===== config.mk =====
export PLATFORM = sky130hd
export DESIGN_NAME = can_control_zero
export DESIGN_NICKNAME = d
export VERILOG_FILES = /design/src/can_ctl0_pkg.sv /design/src/can_control_zero.sv
export SDC_FILE = /design/constraint.sdc
export NUM_CORES = 1
export LEC_CHECK = 0
export ABC_AREA = 1
export BUFFER_PORTS_ARGS = -buffer_cell sky130_fd_sc_hd__buf_2
export CAP_MARGIN = 30
export CORE_MARGIN = 10
export CORE_UTILIZATION = 57
export CTS_CLUSTER_SIZE = 10
export DETAILED_ROUTE_END_ITERATION = 10
export PLACE_DENSITY = 0.91
export SYNTH_ARGS = -nofsm -noshare
export SYNTH_HDL_FRONTEND = slang
export SYNTH_SLANG_ARGS = --single-unit

===== constraint.sdc =====
create_clock -name clk -period 3.01 [get_ports clk]
set_clock_uncertainty 0.05 [all_clocks]
set_input_delay 0.1505 -clock clk [delete_from_list [all_inputs] [get_ports clk]]
set_output_delay 0.1505 -clock clk [all_outputs]
set_load 0.02 [all_outputs]

===== src/can_ctl0_pkg.sv =====
// package: register map, bit positions, reset values and types of the control register 0 block
package can_ctl0_pkg;

    // ------------------------------------------------------------
    // register offsets
    // ------------------------------------------------------------
    localparam logic [7:0] CTL0_OFFSET     = 8'h00;
    localparam logic [7:0] CTL1_OFFSET     = 8'h01;
    localparam logic [7:0] IRQ_STAT_OFFSET = 8'h02;
    localparam logic [7:0] IRQ_MASK_OFFSET = 8'h03;
    localparam logic [7:0] STAMP_LO_OFFSET = 8'h04;
    localparam logic [7:0] STAMP_HI_OFFSET = 8'h05;
    localparam logic [7:0] COUNT_LO_OFFSET = 8'h06;
    localparam logic [7:0] COUNT_HI_OFFSET = 8'h07;

    // ------------------------------------------------------------
    // control register 0 bit positions
    // ------------------------------------------------------------
    localparam int RX_FRAME_BIT   = 7;
    localparam int RX_ACTIVE_BIT  = 6;
    localparam int STOP_WAIT_BIT  = 5;
    localparam int SYNC_BIT       = 4;
    localparam int TIMER_EN_BIT   = 3;
    localparam int WAKEUP_EN_BIT  = 2;
    localparam int SLEEP_REQ_BIT  = 1;
    localparam int INIT_REQ_BIT   = 0;
    // control register 1: init acknowledge in bit 0
    localparam int INIT_ACK_BIT   = 0;

    // interrupt status / mask bit positions
    localparam int IRQ_FRAME_BIT  = 0;
    localparam int IRQ_INIT_BIT   = 1;
    localparam int IRQ_STAMP_BIT  = 2;

    // ------------------------------------------------------------
    // reset values
    // ------------------------------------------------------------
    localparam logic [7:0]  CTL0_RESET     = 8'h01;
    localparam logic [2:0]  IRQ_RESET      = 3'h0;
    localparam logic [15:0] COUNT_RESET    = 16'h0000;
    localparam logic [15:0] BIT_DIV_RESET  = 16'h0000;

    // timestamp goes to the two highest bytes of a buffer
    localparam logic [3:0]  STAMP_BYTE_HI  = 4'hF;
    localparam logic [3:0]  STAMP_BYTE_LO  = 4'hE;

    // ------------------------------------------------------------
    // carrier types
    // ------------------------------------------------------------
    typedef struct packed {
        logic [7:0] addr;
        logic [7:0] wdata;
        logic       wr;
        logic       rd;
    } reg_req_t;

    typedef struct packed {
        logic       frameOk;
        logic       rxActive;
        logic       synced;
        logic       ackDone;
        logic       waitMode;
        logic       stopMode;
        logic       txBit;
    } link_in_t;

endpackage : can_ctl0_pkg

===== src/can_control_zero.sv =====
// module: control register 0 with status bits, timestamp timer, init handshake and interrupt
//
// Function
// - while init mode is active, register held reset except wake, sleep, init bits
// - stop in wait, timer enable, frame flag writes only with init request and acknowledge low; wake, sleep anytime; init request clears after acknowledge
// - received frame flag sets on every valid received frame outside init mode
// - received frame flag stays set until reset, init mode or a written one
// - receiver active bit mirrors the receiver front end
// - stop in wait gates the bus interface clock during wait mode
// - synchronized bit is read only and follows the bus sync state
// - timer enable starts a sixteen bit counter at bit rate
// - on acknowledge the timestamp is written to the top buffer bytes
// - counter clears when disabled; timer enable low during init mode
// - init acknowledge confirms init mode after init request
// - transmit pin forced recessive in wait with stop in wait, or stop
//
// Our own choices: the register addresses and the address-and-strobe port.
`timescale 1ns/1ps

module can_control_zero #(
    parameter logic [15:0] BIT_DIV = can_ctl0_pkg::BIT_DIV_RESET
) (
    input  wire logic                   clk,
    input  wire logic                   arst_n,
    input  wire can_ctl0_pkg::reg_req_t regReq,
    output logic [7:0]                  regRdata,
    input  wire can_ctl0_pkg::link_in_t linkIn,
    output logic                        transmitPin,
    output logic                        busClockEnable,
    output logic                        stampWrite,
    output logic [3:0]                  stampByteHi,
    output logic [15:0]                 stampValue,
    output logic                        irq
);

    // ------------------------------------------------------------
    // reset release
    // ------------------------------------------------------------
    logic [1:0] rstSync;
    logic       rstN;

    always_ff @(posedge clk or negedge arst_n) begin
        if (!arst_n) begin
            rstSync <= 2'b00;
        end else begin
            rstSync <= {rstSync[0], 1'b1};
        end
    end
    assign rstN = rstSync[1];

    // ------------------------------------------------------------
    // state
    // ------------------------------------------------------------
    typedef struct packed {
        logic        rxFrame;
        logic        stopWait;
        logic        timerEn;
        logic        wakeupEn;
        logic        sleepReq;
        logic        initReq;
        logic        initAck;
        logic        rxActive;
        logic        synced;
        logic [15:0] divCount;
        logic [15:0] stampCount;
        logic [15:0] stampLast;
        logic [2:0]  irqStat;
        logic [2:0]  irqMask;
        logic [7:0]  rdata;
        logic        txPin;
        logic        busClkEn;
        logic        stampWr;
        logic        irqOut;
    } state_t;

    localparam state_t STATE_RESET = '{
        rxFrame:    can_ctl0_pkg::CTL0_RESET[can_ctl0_pkg::RX_FRAME_BIT],
        stopWait:   can_ctl0_pkg::CTL0_RESET[can_ctl0_pkg::STOP_WAIT_BIT],
        timerEn:    can_ctl0_pkg::CTL0_RESET[can_ctl0_pkg::TIMER_EN_BIT],
        wakeupEn:   can_ctl0_pkg::CTL0_RESET[can_ctl0_pkg::WAKEUP_EN_BIT],
        sleepReq:   can_ctl0_pkg::CTL0_RESET[can_ctl0_pkg::SLEEP_REQ_BIT],
        initReq:    can_ctl0_pkg::CTL0_RESET[can_ctl0_pkg::INIT_REQ_BIT],
        initAck:    1'b0,
        rxActive:   1'b0,
        synced:     1'b0,
        divCount:   can_ctl0_pkg::COUNT_RESET,
        stampCount: can_ctl0_pkg::COUNT_RESET,
        stampLast:  can_ctl0_pkg::COUNT_RESET,
        irqStat:    can_ctl0_pkg::IRQ_RESET,
        irqMask:    can_ctl0_pkg::IRQ_RESET,
        rdata:      8'h00,
        txPin:      1'b1,
        busClkEn:   1'b1,
        stampWr:    1'b0,
        irqOut:     1'b0
    };

    state_t st;
    state_t next_st;

    logic       initMode;
    logic       busWr;
    logic       busRd;
    logic [7:0] ctl0View;
    logic       bitTick;
    logic       frameEvt;
    logic       initEvt;
    logic       stampEvt;

    // ------------------------------------------------------------
    // next state
    // ------------------------------------------------------------
    always_comb begin
        next_st  = st;
        initMode = st.initReq && st.initAck;
        next_st.busClkEn = !(linkIn.waitMode && st.stopWait);
        busWr    = regReq.wr && next_st.busClkEn;
        busRd    = regReq.rd && next_st.busClkEn;
        bitTick  = (st.divCount == BIT_DIV);
        frameEvt = linkIn.frameOk && !initMode;
        initEvt  = st.initReq && !st.initAck;
        stampEvt = linkIn.ackDone && st.timerEn;

        ctl0View = 8'h00;
        ctl0View[can_ctl0_pkg::RX_FRAME_BIT]  = st.rxFrame;
        ctl0View[can_ctl0_pkg::RX_ACTIVE_BIT] = st.rxActive;
        ctl0View[can_ctl0_pkg::STOP_WAIT_BIT] = st.stopWait;
        ctl0View[can_ctl0_pkg::SYNC_BIT]      = st.synced;
        ctl0View[can_ctl0_pkg::TIMER_EN_BIT]  = st.timerEn;
        ctl0View[can_ctl0_pkg::WAKEUP_EN_BIT] = st.wakeupEn;
        ctl0View[can_ctl0_pkg::SLEEP_REQ_BIT] = st.sleepReq;
        ctl0View[can_ctl0_pkg::INIT_REQ_BIT]  = st.initReq;

        next_st.rxActive = linkIn.rxActive && !initMode;
        next_st.synced   = linkIn.synced && !initMode;
        next_st.initAck  = st.initReq;

        if (busWr && regReq.addr == can_ctl0_pkg::CTL0_OFFSET) begin
            // init request clears only after acknowledge
            if (regReq.wdata[can_ctl0_pkg::INIT_REQ_BIT] || st.initAck) begin
                next_st.initReq = regReq.wdata[can_ctl0_pkg::INIT_REQ_BIT];
            end
            next_st.wakeupEn = regReq.wdata[can_ctl0_pkg::WAKEUP_EN_BIT];
            next_st.sleepReq = regReq.wdata[can_ctl0_pkg::SLEEP_REQ_BIT];
            if (!st.initReq && !st.initAck) begin
                next_st.stopWait = regReq.wdata[can_ctl0_pkg::STOP_WAIT_BIT];
                next_st.timerEn  = regReq.wdata[can_ctl0_pkg::TIMER_EN_BIT];
                if (regReq.wdata[can_ctl0_pkg::RX_FRAME_BIT]) begin
                    next_st.rxFrame = 1'b0;
                end
            end
        end else if (busWr && regReq.addr == can_ctl0_pkg::IRQ_MASK_OFFSET) begin
            next_st.irqMask = regReq.wdata[2:0];
        end

        if (frameEvt) begin
            next_st.rxFrame = 1'b1;
        end

        if (initMode) begin
            next_st.rxFrame  = can_ctl0_pkg::CTL0_RESET[can_ctl0_pkg::RX_FRAME_BIT];
            next_st.stopWait = can_ctl0_pkg::CTL0_RESET[can_ctl0_pkg::STOP_WAIT_BIT];
            next_st.timerEn  = 1'b0;
        end

        if (!st.timerEn) begin
            next_st.divCount   = can_ctl0_pkg::COUNT_RESET;
            next_st.stampCount = can_ctl0_pkg::COUNT_RESET;
        end else if (bitTick) begin
            next_st.divCount   = can_ctl0_pkg::COUNT_RESET;
            next_st.stampCount = st.stampCount + 16'h0001;
        end else begin
            next_st.divCount   = st.divCount + 16'h0001;
        end

        next_st.stampWr = stampEvt;
        if (stampEvt) begin
            next_st.stampLast = st.stampCount;
        end

        if (linkIn.stopMode || (linkIn.waitMode && st.stopWait) || st.initReq) begin
            next_st.txPin = 1'b1;
        end else begin
            next_st.txPin = linkIn.txBit;
        end

        // status read clears, new events win
        if (busRd && regReq.addr == can_ctl0_pkg::IRQ_STAT_OFFSET) begin
            next_st.irqStat = can_ctl0_pkg::IRQ_RESET;
        end
        if (frameEvt) begin
            next_st.irqStat[can_ctl0_pkg::IRQ_FRAME_BIT] = 1'b1;
        end
        if (initEvt) begin
            next_st.irqStat[can_ctl0_pkg::IRQ_INIT_BIT] = 1'b1;
        end
        if (stampEvt) begin
            next_st.irqStat[can_ctl0_pkg::IRQ_STAMP_BIT] = 1'b1;
        end
        next_st.irqOut = |(next_st.irqStat & next_st.irqMask);

        // read data, one cycle later
        next_st.rdata = 8'h00;
        if (busRd) begin
            if (regReq.addr == can_ctl0_pkg::CTL0_OFFSET) begin
                next_st.rdata = ctl0View;
            end else if (regReq.addr == can_ctl0_pkg::CTL1_OFFSET) begin
                next_st.rdata[can_ctl0_pkg::INIT_ACK_BIT] = st.initAck;
            end else if (regReq.addr == can_ctl0_pkg::IRQ_STAT_OFFSET) begin
                next_st.rdata = {5'h00, st.irqStat};
            end else if (regReq.addr == can_ctl0_pkg::IRQ_MASK_OFFSET) begin
                next_st.rdata = {5'h00, st.irqMask};
            end else if (regReq.addr == can_ctl0_pkg::STAMP_LO_OFFSET) begin
                next_st.rdata = st.stampLast[7:0];
            end else if (regReq.addr == can_ctl0_pkg::STAMP_HI_OFFSET) begin
                next_st.rdata = st.stampLast[15:8];
            end else if (regReq.addr == can_ctl0_pkg::COUNT_LO_OFFSET) begin
                next_st.rdata = st.stampCount[7:0];
            end else if (regReq.addr == can_ctl0_pkg::COUNT_HI_OFFSET) begin
                next_st.rdata = st.stampCount[15:8];
            end else begin
                next_st.rdata = 8'h00;
            end
        end
    end

    always_ff @(posedge clk or negedge rstN) begin
        if (!rstN) begin
            st <= STATE_RESET;
        end else begin
            st <= next_st;
        end
    end

    // ------------------------------------------------------------
    // outputs
    // ------------------------------------------------------------
    assign regRdata       = st.rdata;
    assign transmitPin    = st.txPin;
    assign busClockEnable = st.busClkEn;
    assign stampWrite     = st.stampWr;
    assign stampByteHi    = can_ctl0_pkg::STAMP_BYTE_HI;
    assign stampValue     = st.stampLast;
    assign irq            = st.irqOut;

endmodule : can_control_zero


# Word-level counts from Yosys, hierarchy flattened

Cells that the tools add are included.

Bits in registers: 77
Bits in latches: 0
Bits in writable memories: 0
Memory bits (read-only): 0
Input bits: 27
Output and inout bits: 32
Word-level logic and storage cells: 88
Memories kept: 0

$add $sub $neg: 2
$mul: 0
Divide/modulo/power cells: 0
Magnitude comparators: 0
Eq/ne operators: 8
Shifts and indexed selects: 0
Mux-type cells: 26
Bitwise operators: 1
Reductions and logical operators: 31

Operator list:

| cell                    | number |
|---|---|
| $mux W8                 | 8 |
| $add A16 B1 Y16 const B | 2 |
| $eq A8 B3 Y1 const B    | 4 |
| $mux W16                | 2 |
| $mux W32                | 1 |
| $eq A8 B2 Y1 const B    | 2 |
| $logic_not A16 Y1       | 1 |
| $mux W3                 | 5 |
| $logic_and A1 B1 Y1     | 13 |
| $reduce_bool A3 Y1      | 3 |
| $eq A8 B1 Y1 const B    | 1 |
| $logic_not A8 Y1        | 1 |
| $mux W1                 | 8 |
| $mux W7                 | 1 |
| $mux W6                 | 1 |
| $logic_not A1 Y1        | 4 |
| $reduce_and A2 Y1       | 2 |
| $reduce_bool A2 Y1      | 2 |
| $and A3 B3 Y3           | 1 |
| $logic_or A1 B1 Y1      | 3 |
| $reduce_and A3 Y1       | 1 |
| $reduce_or A3 Y1        | 1 |
| $ne A2 B1 Y1 const B    | 1 |

# Depth between registers and ports, before layout

Word-level depth: 10
Mapped depth: 11
Depth with buffers taken out: 11

# Worst setup path before layout

Ideal clock, no wire load.

Path kind: reg2reg
From: register st[50] in the netlist's numbering
To: register st[52] in the netlist's numbering
Setup time: 125 ps
Arrival: 1,298 ps
Required time: 2,835 ps
Path slack: 1,537 ps
Stages on the path, launching flop included: 11
Buffers on the path: 1
Clock period less this slack: 1,473 ps
Cells stage by stage: dfrtp_1 > inv_1 > ha_1 > nand3b_1 > nor3_1 > nand2b_1 > nand2_1 > buf_4 > inv_1 > o21ai_0 > a21oi_1

RTL lines:

| item                   | line                    | RTL |
|---|---|---|
| start, declared        | can_control_zero.sv:98  | `state_t st;` |
| start signal, assigned | can_control_zero.sv:231 | `st <= next_st;` |

==> key figures <==
Layout
  – Antenna diode count: 0
  – Commonest non-fill, non-tap cell in the layout: nand2_1
  – Layout cells sized above 1: 0.168
  – Final Util: 0.648
  – Nets: 599
  – P&R area growth vs syn: 11.4%
  – Commonest non-fill, non-tap cells in the layout: 116 x nand2_1, 73 x dfrtp_1, 65 x inv_1, 52 x buf_2, 44 x o21ai_0

Floorplan
  – Starting Density: 0.582
  – Die Wd: 106 um
  – I/O pin total: 59
  – Core area: 0.00718 mm^2
  – Rows: 31
  – Die area: 0.0111 mm^2
  – Die H: 106 um

CTS
  – Clock Tree Buf Depth: 2
  – # resized after CTS: 0
  – CTS Sinks: 77
  – CTS tree: yes
  – Num CTS Buffers: 9
  – Clk_lat worst skew: 360 ps
  – H-tree depth reported by CTS: 3
  – Clock root cell: clkbuf_8
  – Worst-path clk slew: 80 ps

Status
  – Outcome: finished with violations
  – Failing checks: negative hold slack

Setup path
  – R2R cell count: 9
  – Reg-to-Reg Start: st[50]
  – Worst EP arrival: 2250 ps
  – Worst R2R End: st[59]
  – CP endpoint kind: flop
  – Worst-path fanout max: 20
  – Required time worst endpoint: 3210 ps
  – Startpoint Class: flop
  – R2r setup slk: 960 ps
  – Crit path kind: reg2reg

Timing
  – Worst Max-Slew Pin Slew: 952 ps
  – Total negative slack: 0 ps
  – Max Freq: 488 MHz
  – Period utilization: 0.680
  – Tmin final: 2050 ps
  – WHS: -3.12 ps
  – Max Transition Viols Final: 0
  – Relative slew slack: 0.364
  – Hold Fails Final Rpt: 1
  – # setup viols final: 0
  – RSZ-0062 raised after global routing: false

Global route
  – Initial antenna violation count: 0
  – Pin count of the biggest net entering global routing: 61
  – Total grt overflow: 0
  – Total GRT Usage: 0.180
  – First-pass GRT wire length: 16,600 um
  – Vias in the first global route: 3,593

Logic synthesis
  – Synth Cell Area: 0.00417 mm^2
  – Unique masters post-synth: 37
  – Post-synthesis average cell area: 7.93 um^2
  – Yosys warns: 0
  – Sequential fraction of the synthesis area: 0.463
  – Synth Register Bits: 77
  – Gate Count Post-Synth: 526

Pwr
  – PwrDens: 446 mW/mm^2
  – Clk pwr share: 0.424
  – Sequential power share: 0.516
  – Sw Share: 0.233
  – Lkg Pwr: 2.26 nW
  – Net Sw Power: 0.485 mW
  – P_int: 1.59 mW
  – VDD IR max: 312 uV
  – Comb power frac: 0.060

Worst hold path
  – Hold path startpoint: regReq[2]
  – Min-Delay Path Class: in2reg
  – Hold EP: ctl0View[0]
  – Hold depth: 3

Run
  – Maxcap violations: 0

Place
  – HPWL after detailed placement: 7200 um
  – GPL Wtd Cong: 0.907
  – PortBufs: 52

Route
  – Wire length per cell: 14.5 um
  – Vias/cell: 5.47
  – DRT Pass-1 Iters: 4
  – DRC Markers: 0
  – Final ANT Viol Nets: 0
  – DR iter-0 viols: 213
  – WL final: 9740 um
  – Via Count: 3,664
-- synthesized netlist by cell type --
cell type / n / area share
inv_2: 4 / 0.0036
nand2_1: 116 / 0.10
nor4_1: 1 / 0.0015
nand2_4: 1 / 0.0027
clkinv_1: 1 / 0.00090
o22ai_1: 9 / 0.013
clkbuf_1: 4 / 0.0036
o21ai_0: 44 / 0.053
nor3_4: 1 / 0.0039
o21ai_1: 1 / 0.0012
dfstp_2: 3 / 0.019
xor2_1: 5 / 0.010
nand3b_1: 2 / 0.0036
nand3_1: 32 / 0.038
nor4_2: 1 / 0.0030
a21oi_1: 24 / 0.029
nor2_2: 6 / 0.0090
nand3_4: 1 / 0.0042
nor2_4: 2 / 0.0054
inv_1: 65 / 0.058
ha_1: 6 / 0.018
nand2b_1: 1 / 0.0015
buf_4: 30 / 0.054
a31oi_1: 2 / 0.0030
nor3_1: 13 / 0.016
o21bai_1: 2 / 0.0036
nor2_8: 1 / 0.0048
conb_1: 1 / 0.00090
nand4_1: 19 / 0.028
nand2_2: 3 / 0.0045
buf_2: 2 / 0.0024
nor3_2: 3 / 0.0072
dfrtp_1: 74 / 0.44
buf_6: 1 / 0.0027
nor2_1: 43 / 0.039
buf_1: 1 / 0.00090
o21a_1: 1 / 0.0018
-- power groups by stage --
stage | clock [mW] | sequential [mW] | combinational [mW]
6_report | 0.879 | 1.07 | 0.126
5_1_grt | 0.939 | 1.07 | 0.142
4_1_cts | 0.884 | 1.07 | 0.126
3_5_place_dp | 0 | 1.09 | 0.117
3_3_place_gp | 0 | 1.09 | 0.112
2_1_floorplan | 0 | 1.10 | 0.0611
-- worst max-delay path: stages (launching register included) --
cell,delay [ps]
dfrtp_1,410
inv_1,120
ha_1,160
nand3b_1,70
nor3_1,130
nand2b_1,130
nand2_1,480
inv_1,200
o21ai_0,130
a21oi_1,60
-- sequential cells by signal (all words and copies together) (netlist names) --
signal          cells
irq                 1
rstSync             2
stampValue         16
ctl0View            8
st                 39
stampWrite          1
transmitPin         1
regRdata            8
busClockEnable      1
-- what timing repair did --
item,CTS,global route
setup buffers,0,0
hold endpoints to repair,9,0
hold buffers,9,0
-- area by class of cell --
class / instances / area [um^2]
flip-flops and latches: 77 / 1930
fillers: 579 / 2530
inverters: 70 / 263
well taps: 99 / 124
clock inverters: 5 / 82.6
multi-input cells: 345 / 1730
clock buffers: 11 / 141
repair buffers: 63 / 378
-- metal layers --
| layer | vias up | global-route usage | routed length, um |
|---|---|---|---|
| met5 | - | 0 | 0 |
| met4 | 0 | 0.0938 | 307 |
| met3 | 28 | 0.0420 | 694 |
| met2 | 133 | 0.292 | 4650 |
| met1 | 1747 | 0.219 | 4100 |
| li1 | 1756 | - | - |
-- through the flow --
stage               setup WS (ps)  instances  cell area [um^2]  hold slack (ps)  power (mW)
floorplan                     662        530              4190             -195        1.16
global placement             1030        645              4340             -114        1.20
detailed placement            978        645              4340             -114        1.21
CTS                           973        670              4650             6.17        2.08
global route                  737        670              4650             16.1        2.16
finish                        962        670              4650            -3.12        2.08
-- kinds of logic after synthesis --
| family | count (synthesis) | share of synthesized area |
|---|---|---|
| flops | 77 | 0.463 |
| compound gates | 83 | 0.105 |
| fa+ha+maj | 6 | 0.0180 |
| simple gates | 246 | 0.277 |
| xor+xnor | 5 | 0.0105 |
| buf+inv | 108 | 0.127 |
| other cells | 1 | 0.000899 |
-- how the worst max path moves through the flow --
stage                        endpoint        from  slack (ps)
after CTS                      st[59]      st[50]         970
final                          st[59]      st[50]         960
after detailed placement       st[52]      st[50]         980
after global routing           st[52]      st[50]         740
after floorplan           ctl0View[1]  rstSync[1]         660
after global placement         st[59]      st[50]        1030
Power figures use the tool's default switching activity.
